==> config.mk <==
export PLATFORM = sky130hd
export DESIGN_NAME = tdf_frame_tx
export DESIGN_NICKNAME = d
export VERILOG_FILES = /design/src/tdf_uart_tx.v /design/src/tdf_frame_tx.v
export VERILOG_INCLUDE_DIRS = /design/src
export SDC_FILE = /design/constraint.sdc
export NUM_CORES = 2
export LEC_CHECK = 0
export ABC_AREA = 1
export BUFFER_PORTS_ARGS = -buffer_cell sky130_fd_sc_hd__buf_2
export CORE_ASPECT_RATIO = 1.1
export CORE_MARGIN = 8
export CORE_UTILIZATION = 35
export DETAILED_ROUTE_END_ITERATION = 10
export GPL_ROUTABILITY_DRIVEN = 0
export GPL_TIMING_DRIVEN = 0
export SLEW_MARGIN = 15
export SYNTH_ARGS = -nofsm -noshare
export SYNTH_HDL_FRONTEND = slang
export SYNTH_SLANG_ARGS = --single-unit
==> constraint.sdc <==
create_clock -name SYS_CLK -period 2.6 [get_ports SYS_CLK]
set_clock_uncertainty 0.1 [all_clocks]
set_input_delay 0.13 -clock SYS_CLK [delete_from_list [all_inputs] [get_ports SYS_CLK]]
set_output_delay 0.13 -clock SYS_CLK [all_outputs]
set_load 0.01 [all_outputs]
==> src/tdf_regs.vh <==
`ifndef TDF_REGS_VH
`define TDF_REGS_VH
// frame layout
`define TDF_FRAME_LEN 7'd107
`define TDF_LAST_BYTE 7'd106
`define TDF_RAW_FIRST 7'd6
`define TDF_RAW_LAST 7'd25
`define TDF_BASE_FIRST 7'd40
`define TDF_BASE_LAST 7'd59
`define TDF_DIFF_FIRST 7'd74
`define TDF_DIFF_LAST 7'd93
// fixed bytes
`define TDF_HDR0 8'h0d
`define TDF_HDR1 8'h0a
`define TDF_HDR2 8'h80
`define TDF_TAG1 8'h01
`define TDF_TAG2 8'h02
`define TDF_ZERO 8'h00
`define TDF_TRAIL 8'hff
// serial timing
`define TDF_CLK_HZ 20000000
`define TDF_BAUD 115200
`define TDF_BIT_CYC ((`TDF_CLK_HZ + `TDF_BAUD / 2) / `TDF_BAUD)
`define TDF_CHAR_BITS 4'd10
`endif

==> src/tdf_uart_tx.v <==
`timescale 1ns/10ps
`default_nettype none
`include "tdf_regs.vh"
module tdf_uart_tx #(
    parameter BIT_CYC = `TDF_BIT_CYC
) (
    input wire clk,
    input wire rst_n,
    input wire start,
    input wire [7:0] data,
    output reg busy_ff,
    output reg txd_ff
);
    reg [15:0] cnt_ff;
    reg [3:0] bit_ff;
    reg [8:0] shf_ff;
    // ************************************
    // start, eight data lsb first, stop
    // ************************************
    always @(posedge clk)
    begin
        if (!rst_n)
        begin
            busy_ff <= 1'b0;
            txd_ff <= 1'b1;
            cnt_ff <= 16'h0000;
            bit_ff <= 4'h0;
            shf_ff <= 9'h1ff;
        end
        else if (!busy_ff)
        begin
            if (start)
            begin
                busy_ff <= 1'b1;
                txd_ff <= 1'b0;
                shf_ff <= {1'b1, data};
                cnt_ff <= 16'h0000;
                bit_ff <= 4'h0;
            end
        end
        else if (cnt_ff == BIT_CYC[15:0] - 16'h0001)
        begin
            cnt_ff <= 16'h0000;
            if (bit_ff == `TDF_CHAR_BITS - 4'h1)
            begin
                busy_ff <= 1'b0;
                txd_ff <= 1'b1;
            end
            else
            begin
                bit_ff <= bit_ff + 4'h1;
                txd_ff <= shf_ff[0];
                shf_ff <= {1'b1, shf_ff[8:1]};
            end
        end
        else
        begin
            cnt_ff <= cnt_ff + 16'h0001;
        end
    end
endmodule // tdf_uart_tx
`default_nettype wire

==> src/tdf_frame_tx.v <==
// Notes on behaviour
// - header 0d, 0a, 80, firmware revision
// - bytes 4-5 caps, 6-25 raw counts
// - bytes 26-33 caps, snr, supply mask
// - bytes 34-39 status; 40-59 baselines
// - status low inputs 0-7, high 8-9
// - bytes 60-69 caps, snr, ground mask
// - byte 70 dac, outputs, difference counts
// - bytes 94-103 caps, snr, checks, masks
// - trailer 00 ff ff, 107 bytes
// - masks come from self-test results
// - mask inputs 0-7 low, 8-9 high
// - rail short bit set when shorted
// - modulator check 0 ok,1 high,2 low
// - pin pair short bit when shorted
// - high capacitance bit above 40 pF
// - frames sent at 115200 baud when enabled
`timescale 1ns/10ps
`default_nettype none
`include "tdf_regs.vh"
module tdf_frame_tx #(
    parameter BIT_CYC = `TDF_BIT_CYC
) (
    // clock and reset
    input wire SYS_CLK,
    input wire RESET_N,
    // control
    input wire DEBUG_ENABLE,
    input wire FRAME_REQUEST,
    // scan values, input n at bits of index n
    input wire [79:0] INPUT_PARASITIC_CAP,
    input wire [159:0] INPUT_RAW_COUNT,
    input wire [159:0] INPUT_BASELINE_COUNT,
    input wire [159:0] INPUT_DIFFERENCE_COUNT,
    input wire [39:0] INPUT_PAIR_SNR,
    input wire [9:0] SENSE_INPUT_STATUS,
    input wire [9:0] GENERAL_OUTPUT_STATUS,
    input wire [7:0] COMPENSATED_CURRENT_DAC,
    input wire [7:0] FIRMWARE_REVISION_BYTE,
    // power-on self-test results
    input wire [9:0] SUPPLY_SHORT_MASK,
    input wire [9:0] GROUND_SHORT_MASK,
    input wire [9:0] PIN_PAIR_SHORT_MASK,
    input wire [9:0] HIGH_CAPACITANCE_MASK,
    input wire [1:0] MODULATOR_CAP_CHECK,
    // serial out and status
    output reg DELAY_PIN_TXD,
    output reg FRAME_BUSY
);
    reg [79:0] cap_ff;
    reg [159:0] raw_ff;
    reg [159:0] base_ff;
    reg [159:0] diff_ff;
    reg [39:0] snr_ff;
    reg [9:0] stat_ff;
    reg [9:0] gpo_ff;
    reg [7:0] dac_ff;
    reg [7:0] rev_ff;
    reg [9:0] vdd_ff;
    reg [9:0] gnd_ff;
    reg [9:0] p2p_ff;
    reg [9:0] cph_ff;
    reg [1:0] cmod_ff;
    reg [6:0] idx_ff;
    reg active_ff;
    reg launch_ff;
    reg [7:0] byte_ff;
    reg [7:0] nxt_byte;
    reg [6:0] off;
    wire tx_busy;
    wire tx_line;
    // ************************************
    // byte mux
    // ************************************
    always @*
    begin
        nxt_byte = `TDF_ZERO;
        off = 7'd0;
        if (idx_ff >= `TDF_RAW_FIRST && idx_ff <= `TDF_RAW_LAST)
        begin
            off = idx_ff - `TDF_RAW_FIRST;
            nxt_byte = off[0] ? raw_ff[off[6:1]*16 +: 8]
                : raw_ff[off[6:1]*16+8 +: 8];
        end
        else if (idx_ff >= `TDF_BASE_FIRST && idx_ff <= `TDF_BASE_LAST)
        begin
            off = idx_ff - `TDF_BASE_FIRST;
            nxt_byte = off[0] ? base_ff[off[6:1]*16 +: 8]
                : base_ff[off[6:1]*16+8 +: 8];
        end
        else if (idx_ff >= `TDF_DIFF_FIRST && idx_ff <= `TDF_DIFF_LAST)
        begin
            off = idx_ff - `TDF_DIFF_FIRST;
            nxt_byte = off[0] ? diff_ff[off[6:1]*16 +: 8]
                : diff_ff[off[6:1]*16+8 +: 8];
        end
        else
        begin
            case (idx_ff)
                7'd0: nxt_byte = `TDF_HDR0;
                7'd1: nxt_byte = `TDF_HDR1;
                7'd2: nxt_byte = `TDF_HDR2;
                7'd3: nxt_byte = rev_ff;
                7'd4: nxt_byte = cap_ff[7:0];
                7'd5: nxt_byte = cap_ff[15:8];
                7'd26: nxt_byte = cap_ff[23:16];
                7'd27: nxt_byte = cap_ff[31:24];
                7'd29: nxt_byte = snr_ff[7:0];
                7'd31: nxt_byte = snr_ff[15:8];
                7'd32: nxt_byte = {6'h00, vdd_ff[9:8]};
                7'd33: nxt_byte = vdd_ff[7:0];
                7'd35: nxt_byte = `TDF_TAG1;
                7'd37: nxt_byte = {6'h00, stat_ff[9:8]};
                7'd39: nxt_byte = stat_ff[7:0];
                7'd60: nxt_byte = cap_ff[39:32];
                7'd61: nxt_byte = cap_ff[47:40];
                7'd62: nxt_byte = cap_ff[55:48];
                7'd63: nxt_byte = snr_ff[23:16];
                7'd65: nxt_byte = snr_ff[31:24];
                7'd66: nxt_byte = {6'h00, gnd_ff[9:8]};
                7'd67: nxt_byte = gnd_ff[7:0];
                7'd69: nxt_byte = `TDF_TAG2;
                7'd70: nxt_byte = dac_ff;
                7'd71: nxt_byte = {6'h00, gpo_ff[9:8]};
                7'd73: nxt_byte = gpo_ff[7:0];
                7'd94: nxt_byte = cap_ff[63:56];
                7'd95: nxt_byte = cap_ff[71:64];
                7'd96: nxt_byte = cap_ff[79:72];
                7'd97: nxt_byte = snr_ff[39:32];
                7'd99: nxt_byte = {6'h00, cmod_ff};
                7'd100: nxt_byte = {6'h00, p2p_ff[9:8]};
                7'd101: nxt_byte = p2p_ff[7:0];
                7'd102: nxt_byte = {6'h00, cph_ff[9:8]};
                7'd103: nxt_byte = cph_ff[7:0];
                7'd105: nxt_byte = `TDF_TRAIL;
                7'd106: nxt_byte = `TDF_TRAIL;
                default: nxt_byte = `TDF_ZERO;
            endcase
        end
    end
    // ************************************
    // frame sequencer
    // ************************************
    // launch waits one cycle so the uart busy flag is seen settled
    always @(posedge SYS_CLK)
    begin
        if (!RESET_N)
        begin
            active_ff <= 1'b0;
            launch_ff <= 1'b0;
            idx_ff <= 7'd0;
            byte_ff <= 8'h00;
            FRAME_BUSY <= 1'b0;
            DELAY_PIN_TXD <= 1'b1;
            cap_ff <= 80'h0;
            raw_ff <= 160'h0;
            base_ff <= 160'h0;
            diff_ff <= 160'h0;
            snr_ff <= 40'h0;
            stat_ff <= 10'h000;
            gpo_ff <= 10'h000;
            dac_ff <= 8'h00;
            rev_ff <= 8'h00;
            vdd_ff <= 10'h000;
            gnd_ff <= 10'h000;
            p2p_ff <= 10'h000;
            cph_ff <= 10'h000;
            cmod_ff <= 2'h0;
        end
        else
        begin
            DELAY_PIN_TXD <= tx_line;
            launch_ff <= 1'b0;
            if (!active_ff)
            begin
                if (DEBUG_ENABLE && FRAME_REQUEST)
                begin
                    cap_ff <= INPUT_PARASITIC_CAP;
                    raw_ff <= INPUT_RAW_COUNT;
                    base_ff <= INPUT_BASELINE_COUNT;
                    diff_ff <= INPUT_DIFFERENCE_COUNT;
                    snr_ff <= INPUT_PAIR_SNR;
                    stat_ff <= SENSE_INPUT_STATUS;
                    gpo_ff <= GENERAL_OUTPUT_STATUS;
                    dac_ff <= COMPENSATED_CURRENT_DAC;
                    rev_ff <= FIRMWARE_REVISION_BYTE;
                    vdd_ff <= SUPPLY_SHORT_MASK;
                    gnd_ff <= GROUND_SHORT_MASK;
                    p2p_ff <= PIN_PAIR_SHORT_MASK;
                    cph_ff <= HIGH_CAPACITANCE_MASK;
                    cmod_ff <= MODULATOR_CAP_CHECK;
                    idx_ff <= 7'd0;
                    active_ff <= 1'b1;
                    FRAME_BUSY <= 1'b1;
                end
            end
            else if (!tx_busy && !launch_ff)
            begin
                byte_ff <= nxt_byte;
                launch_ff <= 1'b1;
                if (idx_ff == `TDF_LAST_BYTE)
                begin
                    active_ff <= 1'b0;
                end
                else
                begin
                    idx_ff <= idx_ff + 7'd1;
                end
            end
            if (!active_ff && !tx_busy && !launch_ff && FRAME_BUSY
                && !(DEBUG_ENABLE && FRAME_REQUEST))
            begin
                FRAME_BUSY <= 1'b0;
            end
        end
    end
    tdf_uart_tx #(
        .BIT_CYC(BIT_CYC)
    ) u_tx (
        .clk(SYS_CLK),
        .rst_n(RESET_N),
        .start(launch_ff),
        .data(byte_ff),
        .busy_ff(tx_busy),
        .txd_ff(tx_line)
    );
endmodule // tdf_frame_tx
`default_nettype wire

After elaboration in Yosys (flattened, before gate mapping)
Cells that the tools add are included.
{"block": "totals", "ff_bits": 728, "latch_bits": 0, "mem_bits_rw": 0, "mem_bits_ro": 0, "out_inout_bits": 2, "word_cells": 149, "memories": 0}
{"block": "op_classes", "add_sub_neg": 9, "mul": 0, "div": 0, "magnitude_cmp": 6, "n_eq_ne": 42, "shifts": 6, "mux": 35, "bitwise_logic": 2, "reduce_logical": 24}
{"op": "$shiftx A160 B11 Y8", "n": 3}
{"op": "$shiftx A160 B12 Y8", "n": 3}
{"op": "$pmux W8 S36", "n": 1}
{"op": "$eq A7 B7 Y1 const B", "n": 18}
{"op": "$eq A7 B6 Y1 const B", "n": 9}
{"op": "$mux W16", "n": 3}
{"op": "$mux W8", "n": 6}
{"op": "$mux W9", "n": 4}
{"op": "$add A10 B4 Y11 const B", "n": 3}
{"op": "$eq A7 B5 Y1 const B", "n": 4}
{"op": "$mux W7", "n": 4}
{"op": "$add A16 B1 Y16 const B", "n": 1}
{"op": "$eq A16 B8 Y1 const B", "n": 1}
{"op": "$mux W4", "n": 4}
{"op": "$eq A7 B2 Y1 const B", "n": 2}
{"op": "$eq A7 B3 Y1 const B", "n": 2}
{"op": "$mux W1", "n": 13}
{"op": "$logic_and A1 B1 Y1", "n": 9}
{"op": "$reduce_and A2 Y1", "n": 4}
{"op": "$add A7 B1 Y7 const B", "n": 1}
{"op": "$eq A7 B1 Y1 const B", "n": 1}
{"op": "$ge A7 B3 Y1 const B", "n": 1}
{"op": "$ge A7 B6 Y1 const B", "n": 1}
{"op": "$ge A7 B7 Y1 const B", "n": 1}
{"op": "16 further kinds", "n": 25}

Logic depth before layout (Yosys ltp)
{"block": "depth", "word_depth": 7, "mapped_depth": 20}

Cells and area by module
From an unflattened synthesis, not the netlist that was laid out.
{"block": "unflattened", "hier_cells": 4849, "area_unflattened_um2": 32303.5}
{"mod": "tdf_frame_tx", "instances": 1, "cells_per_inst": 4577, "area_each_um2": 30543.0}
{"mod": "tdf_uart_tx", "instances": 1, "cells_per_inst": 272, "area_each_um2": 1760.4}

Worst setup path before layout
OpenSTA, ideal clock, no wires.
{"block": "synth_timing", "path_type": "register to register", "from": "reg idx_ff[1]", "to": "reg byte_ff[3]", "arrival_time_ns": 2.716, "setup_slack_ns": -0.285, "stages_incl_launch_ff": 18, "path_cell_list": "dfxtp_1 buf_2 inv_1 clkbuf_1 clkbuf_1 ha_1 buf_2 clkinv_1 nor2_1 buf_4 a21oi_1 nor2_1 nand2_1 nand2_1 nand2_1 nand2_1 nand2_1 a21oi_1"}
{"block": "synth_via", "elab_chain_cells": 7}
{"item": "start, declared", "line": "tdf_frame_tx.v:64", "source": "reg [6:0] idx_ff;"}
{"item": "start signal, assigned", "line": "tdf_frame_tx.v:207", "source": "idx_ff <= idx_ff + 7'd1;"}
{"item": "$sub A7 B7 Y7 (no source line)"}
{"item": "$add A10 B4 Y11", "line": "tdf_frame_tx.v:95", "source": ": diff_ff[off[6:1]*16+8 +: 8];"}
{"item": "$shiftx A160 B12 Y8", "line": "tdf_frame_tx.v:95"}
{"item": "$mux W8", "line": "tdf_frame_tx.v:94", "source": "nxt_byte = off[0] ? diff_ff[off[6:1]*16 +: 8]"}
{"item": "$mux W8", "line": "tdf_frame_tx.v:91", "source": "else if (idx_ff >= `TDF_DIFF_FIRST && idx_ff <= `TDF_DIFF_LAST)"}
{"item": "$mux W8", "line": "tdf_frame_tx.v:85", "source": "else if (idx_ff >= `TDF_BASE_FIRST && idx_ff <= `TDF_BASE_LAST)"}
{"item": "$mux W8 *", "line": "tdf_frame_tx.v:79", "source": "if (idx_ff >= `TDF_RAW_FIRST && idx_ff <= `TDF_RAW_LAST)"}
{"item": "end signal, assigned", "line": "tdf_frame_tx.v:199", "source": "byte_ff <= nxt_byte;"}
{"item": "end, declared", "line": "tdf_frame_tx.v:67", "source": "reg [7:0] byte_ff;"}
Every way passes the cells marked *; elsewhere a longest branch is shown, timed or not.
A chain may end at the register's enable or synchronous reset.

Final worst setup path
{"block": "layout_timing", "from": "reg idx_ff[1]", "to": "reg byte_ff[6]"}
The elaborated chain is that of the path after synthesis.

==> results.yml <==
pwr:
  power_density_mw_per_mm2: 603
  p_comb_share_pct: 15.6
  cell_internal_pwr_mw: 20.8
  power_leakage_nw: 21.2
  p_seq_share_pct: 42.8
  clock_power_share_pct: 41.6
  vdd_drop_max_mv: 0.419
  switching_share_pct: 27.8
  p_sw_mw: 8.00
routing:
  via_count: 40400
  totalWireLength_um: 172000
  wl_met2_um: 77600
  drt_drc_violations_left: 0
  ant_nets: 0
  top_layer_used: "met5"
  drt_pre_antenna_iters: 8
  wl_met1_um: 66100
  drt_iter0_drc: 4230
  wl_per_cell_um: 23.1
  wl_met3_um: 15600
  viasPerCell: 5.43
final_layout:
  area_growth_pct: 50.4
  drive_above_1_share_pct: 18.1
  seq_area_mm2: 0.0146
  layoutNonFillerInstCount: 7447
  nFillCells: 8589
  post-route-util_pct: 52.8
  final_area_mm2: 0.0478
  nNetsFinal: 6889
  multi_input_area_mm2: 0.0162
critical_path:
  r2r_end: "byte_ff[6]"
  cp_num_buf_inv: 5
  critical_path_class: "register to register"
  start_kind: "register"
  crit_path_frequent_cell: "nand2_1"
  arrival_ns: 3.30
  cp_max_fo: 6
  path_delay_family: "simple AND/OR/NAND/NOR gates"
  rrSetupSlack_ns: -0.29
  crit_required_ns: 3.01
  cp_slowest_cell: "dfxtp_4"
  slowest_delay_ns: 0.36
  endpoint_kind: "register"
  worstReg2RegStart: "idx_ff[1]"
  worstRegToRegCells: 20
  path_cells: "buf_6 -> clkinvlp_4 -> clkbuf_16 -> clkbuf_16 -> ha_4 -> nand3_2 -> nor2_4 -> buf_6 -> nand2_4 -> nand2_2 -> nor2_4 -> nand2_1 -> nor2_1 -> nand2_1 -> nand2_1 -> nand2_2 -> nand2_2 -> nand2_1 -> nand2_1 -> a21oi_1"
clock_tree:
  clockBufferDepth: 3
  clk_pin_slew_ns: 0.06
  clk_latency_ns: 0.64
  cts_root_buf: "clkbuf_16"
  cts_tree: "built"
  clock_sinks: 727
  cts_inserted_buffers: 81
  cts-htree-levels: 3
placement:
  pre_cts_ws_ns: -1.98
  portBuffers: 682
  place_area_mm2: 0.0367
  placed_cells_incl_taps: 6558
  hpwl_um: 123000
logic_synthesis:
  ys_seq_area_share_pct: 45.8
  synth_cells: 4696
  ys_types: 37
  yosys_warnings: 0
  synth_seq_cells: 727
  synth_nets: 5395
  netlist_area_mm2: 0.0318
  syn_area_per_cell_um2: 6.77
floorplanning:
  num_rows: 116
  die_w_um: 303
  initial_core_util_pct: 35.1
  ios: 684
  die-area_mm2: 0.101
  die_h_um: 332
  core_mm2: 0.0906
sta:
  fin_crit_sh_pct: 111
  final_max_slew_viol_count: 0
  max_freq_mhz: 346
  final.min_clock_period_ns: 2.89
  slew_headroom_pct: 30.8
  setup_ws_ns: -0.291
  worstMarginPinSlew_ns: 1.04
  grt_setup_unrepaired: "yes"
  hold_viol_final: 0
  setup_violations: 8
global_routing:
  grtUsageTotal_pct: 32.5
  grt_pass1_vias: 40400
  grt_pass1_wl_um: 248000
  grt.overflow.total: 0
  grt_max_degree: 14
  antenna_found_initial: 24
hold_path:
  hold_class: "primary input to register"
  whs_path_depth: 3
  hold_start: "RESET_N"
  min_to: "u_tx.shf_ff[7]"
job:
  maxCapViolCount: 0
status:
  violations: "setup timing"
  status: "finished with violations"
## cells in the final DEF, fill, tap and decap left out, drive strengths merged, types with 3 or more instances in the layout
cell type    count
dlygate4sd3    680
nor3             9
a21oi          202
o21ai          965
nor2          1552
nor3b            3
o311ai           7
xor2            11
o211ai          32
inv            139
xnor2            3
clkinvlp         5
nand3           92
o221ai          11
clkbuf         403
bufinv           6
nand2          510
ha              17
o22ai           48
clkinv          22
nand4           20
diode           17
buf            771
dfxtp          727
a221oi           3
or2              4
## cells by family after synthesis
kind of cell	count (synthesis)	synth area share (%)
compound gates	1273	20.8
flops	727	45.8
simple gates	2193	26.7
fa+ha+maj	17	0.669
xor+xnor	14	0.386
buf+inv	472	5.73
## repair_timing
item	in CTS	in global routing
gates resized for setup	244	86
pin swaps	44	36
hold endpoints to repair	679	0
gates cloned	1	1
endpoints found under the setup margin	532	283
hold buffers	680	0
setup buffers	29	22
## cell type report
type	count	area share, %
multi-input cells	3497	34.0
plain buffers	330	3.11
clock inverters	31	0.699
clock buffers	112	5.02
inverters	140	1.16
diodes	17	0.0890
flip-flops and latches	727	30.5
repair buffers	1412	22.4
well taps	1180	3.09
repair inverters	1	0.0236
## cells in the mapped netlist
cell type | number | area [um2]
a211oi_1 | 1 | 7.51
a21oi_1 | 201 | 1010
a21oi_2 | 1 | 8.76
a221oi_1 | 3 | 26.3
a22oi_1 | 1 | 7.51
a311oi_1 | 1 | 8.76
a31oi_1 | 1 | 6.26
and3_1 | 1 | 6.26
buf_1 | 9 | 33.8
buf_2 | 24 | 120
buf_4 | 5 | 37.5
clkbuf_1 | 294 | 1100
clkinv_1 | 3 | 11.3
dfxtp_1 | 727 | 14600
ha_1 | 17 | 213
inv_1 | 130 | 488
inv_2 | 7 | 26.3
nand2_1 | 510 | 1910
nand3_1 | 90 | 450
nand3_2 | 2 | 20.0
nand3b_1 | 1 | 7.51
nand4_1 | 20 | 125
nor2_1 | 1541 | 5780
nor2_2 | 11 | 68.8
nor3_1 | 9 | 45.0
nor3b_1 | 3 | 22.5
nor4_1 | 1 | 6.26
o211ai_1 | 32 | 240
o21ai_0 | 962 | 4810
o21ai_1 | 3 | 15.0
o21bai_1 | 1 | 7.51
o221ai_1 | 11 | 96.3
o22ai_1 | 48 | 300
o311ai_0 | 7 | 61.3
or2_2 | 4 | 25.0
xnor2_1 | 3 | 26.3
xor2_1 | 11 | 96.3
## registers in the layout, summed over array words and instances (netlist names), 4 cells and up
name and count:
rev_ff 8, cap_ff 80, dac_ff 8, gnd_ff 10, p2p_ff 10, idx_ff 7
cph_ff 10, diff_ff 160, u_tx.bit_ff 4, byte_ff 8, vdd_ff 10, u_tx.shf_ff 8
raw_ff 160, stat_ff 10, base_ff 160, u_tx.cnt_ff 16, snr_ff 40, gpo_ff 10
## how the worst max path moves through the flow
stage | start | to | slack, ns | depth (start not counted)
2_1_floorplan | idx_ff[1] | byte_ff[3] | 0.008 | 17
3_3_place_gp | idx_ff[1] | byte_ff[1] | -2.00 | 19
3_5_place_dp | idx_ff[1] | byte_ff[4] | -1.98 | 20
4_1_cts | idx_ff[1] | byte_ff[5] | -0.26 | 20
5_1_grt | idx_ff[0] | byte_ff[2] | -0.38 | 21
6_report | idx_ff[1] | byte_ff[6] | -0.29 | 20
## worst min-delay path, delay by kind of cell
kind                   cells  cell delay [ns]
buffers and inverters      2             0.52
AND/OR/NAND/NOR            1             0.18
## metal layers
layer	track usage [%]	vias to the layer above
met5	0	-
met4	21.2	4
met3	6.42	716
met2	52.1	2524
met1	39.3	18800
li1	-	18400
## power groups by stage
stage               Sequential (mW)  Clock [mW]  Combinational, mW
finish                         12.3        12.0               4.51
global route                   12.4        12.5               4.82
CTS                            12.3        12.0               4.32
detailed placement             12.5           0               3.40
global placement               12.5           0               3.37
floorplan                      12.4           0               1.77
## stage by stage
stage                     hold slack, ns  total power, mW  setup TNS, ns
after floorplan                    0.165             14.1              0
after global placement             0.253             15.9        -355.30
after detailed placement           0.256             15.9        -356.03
after CTS                         0.0687             28.7          -1.62
after global routing               0.151             29.7          -2.66
final                              0.115             28.8          -1.96
Power figures use the tool's default switching activity.
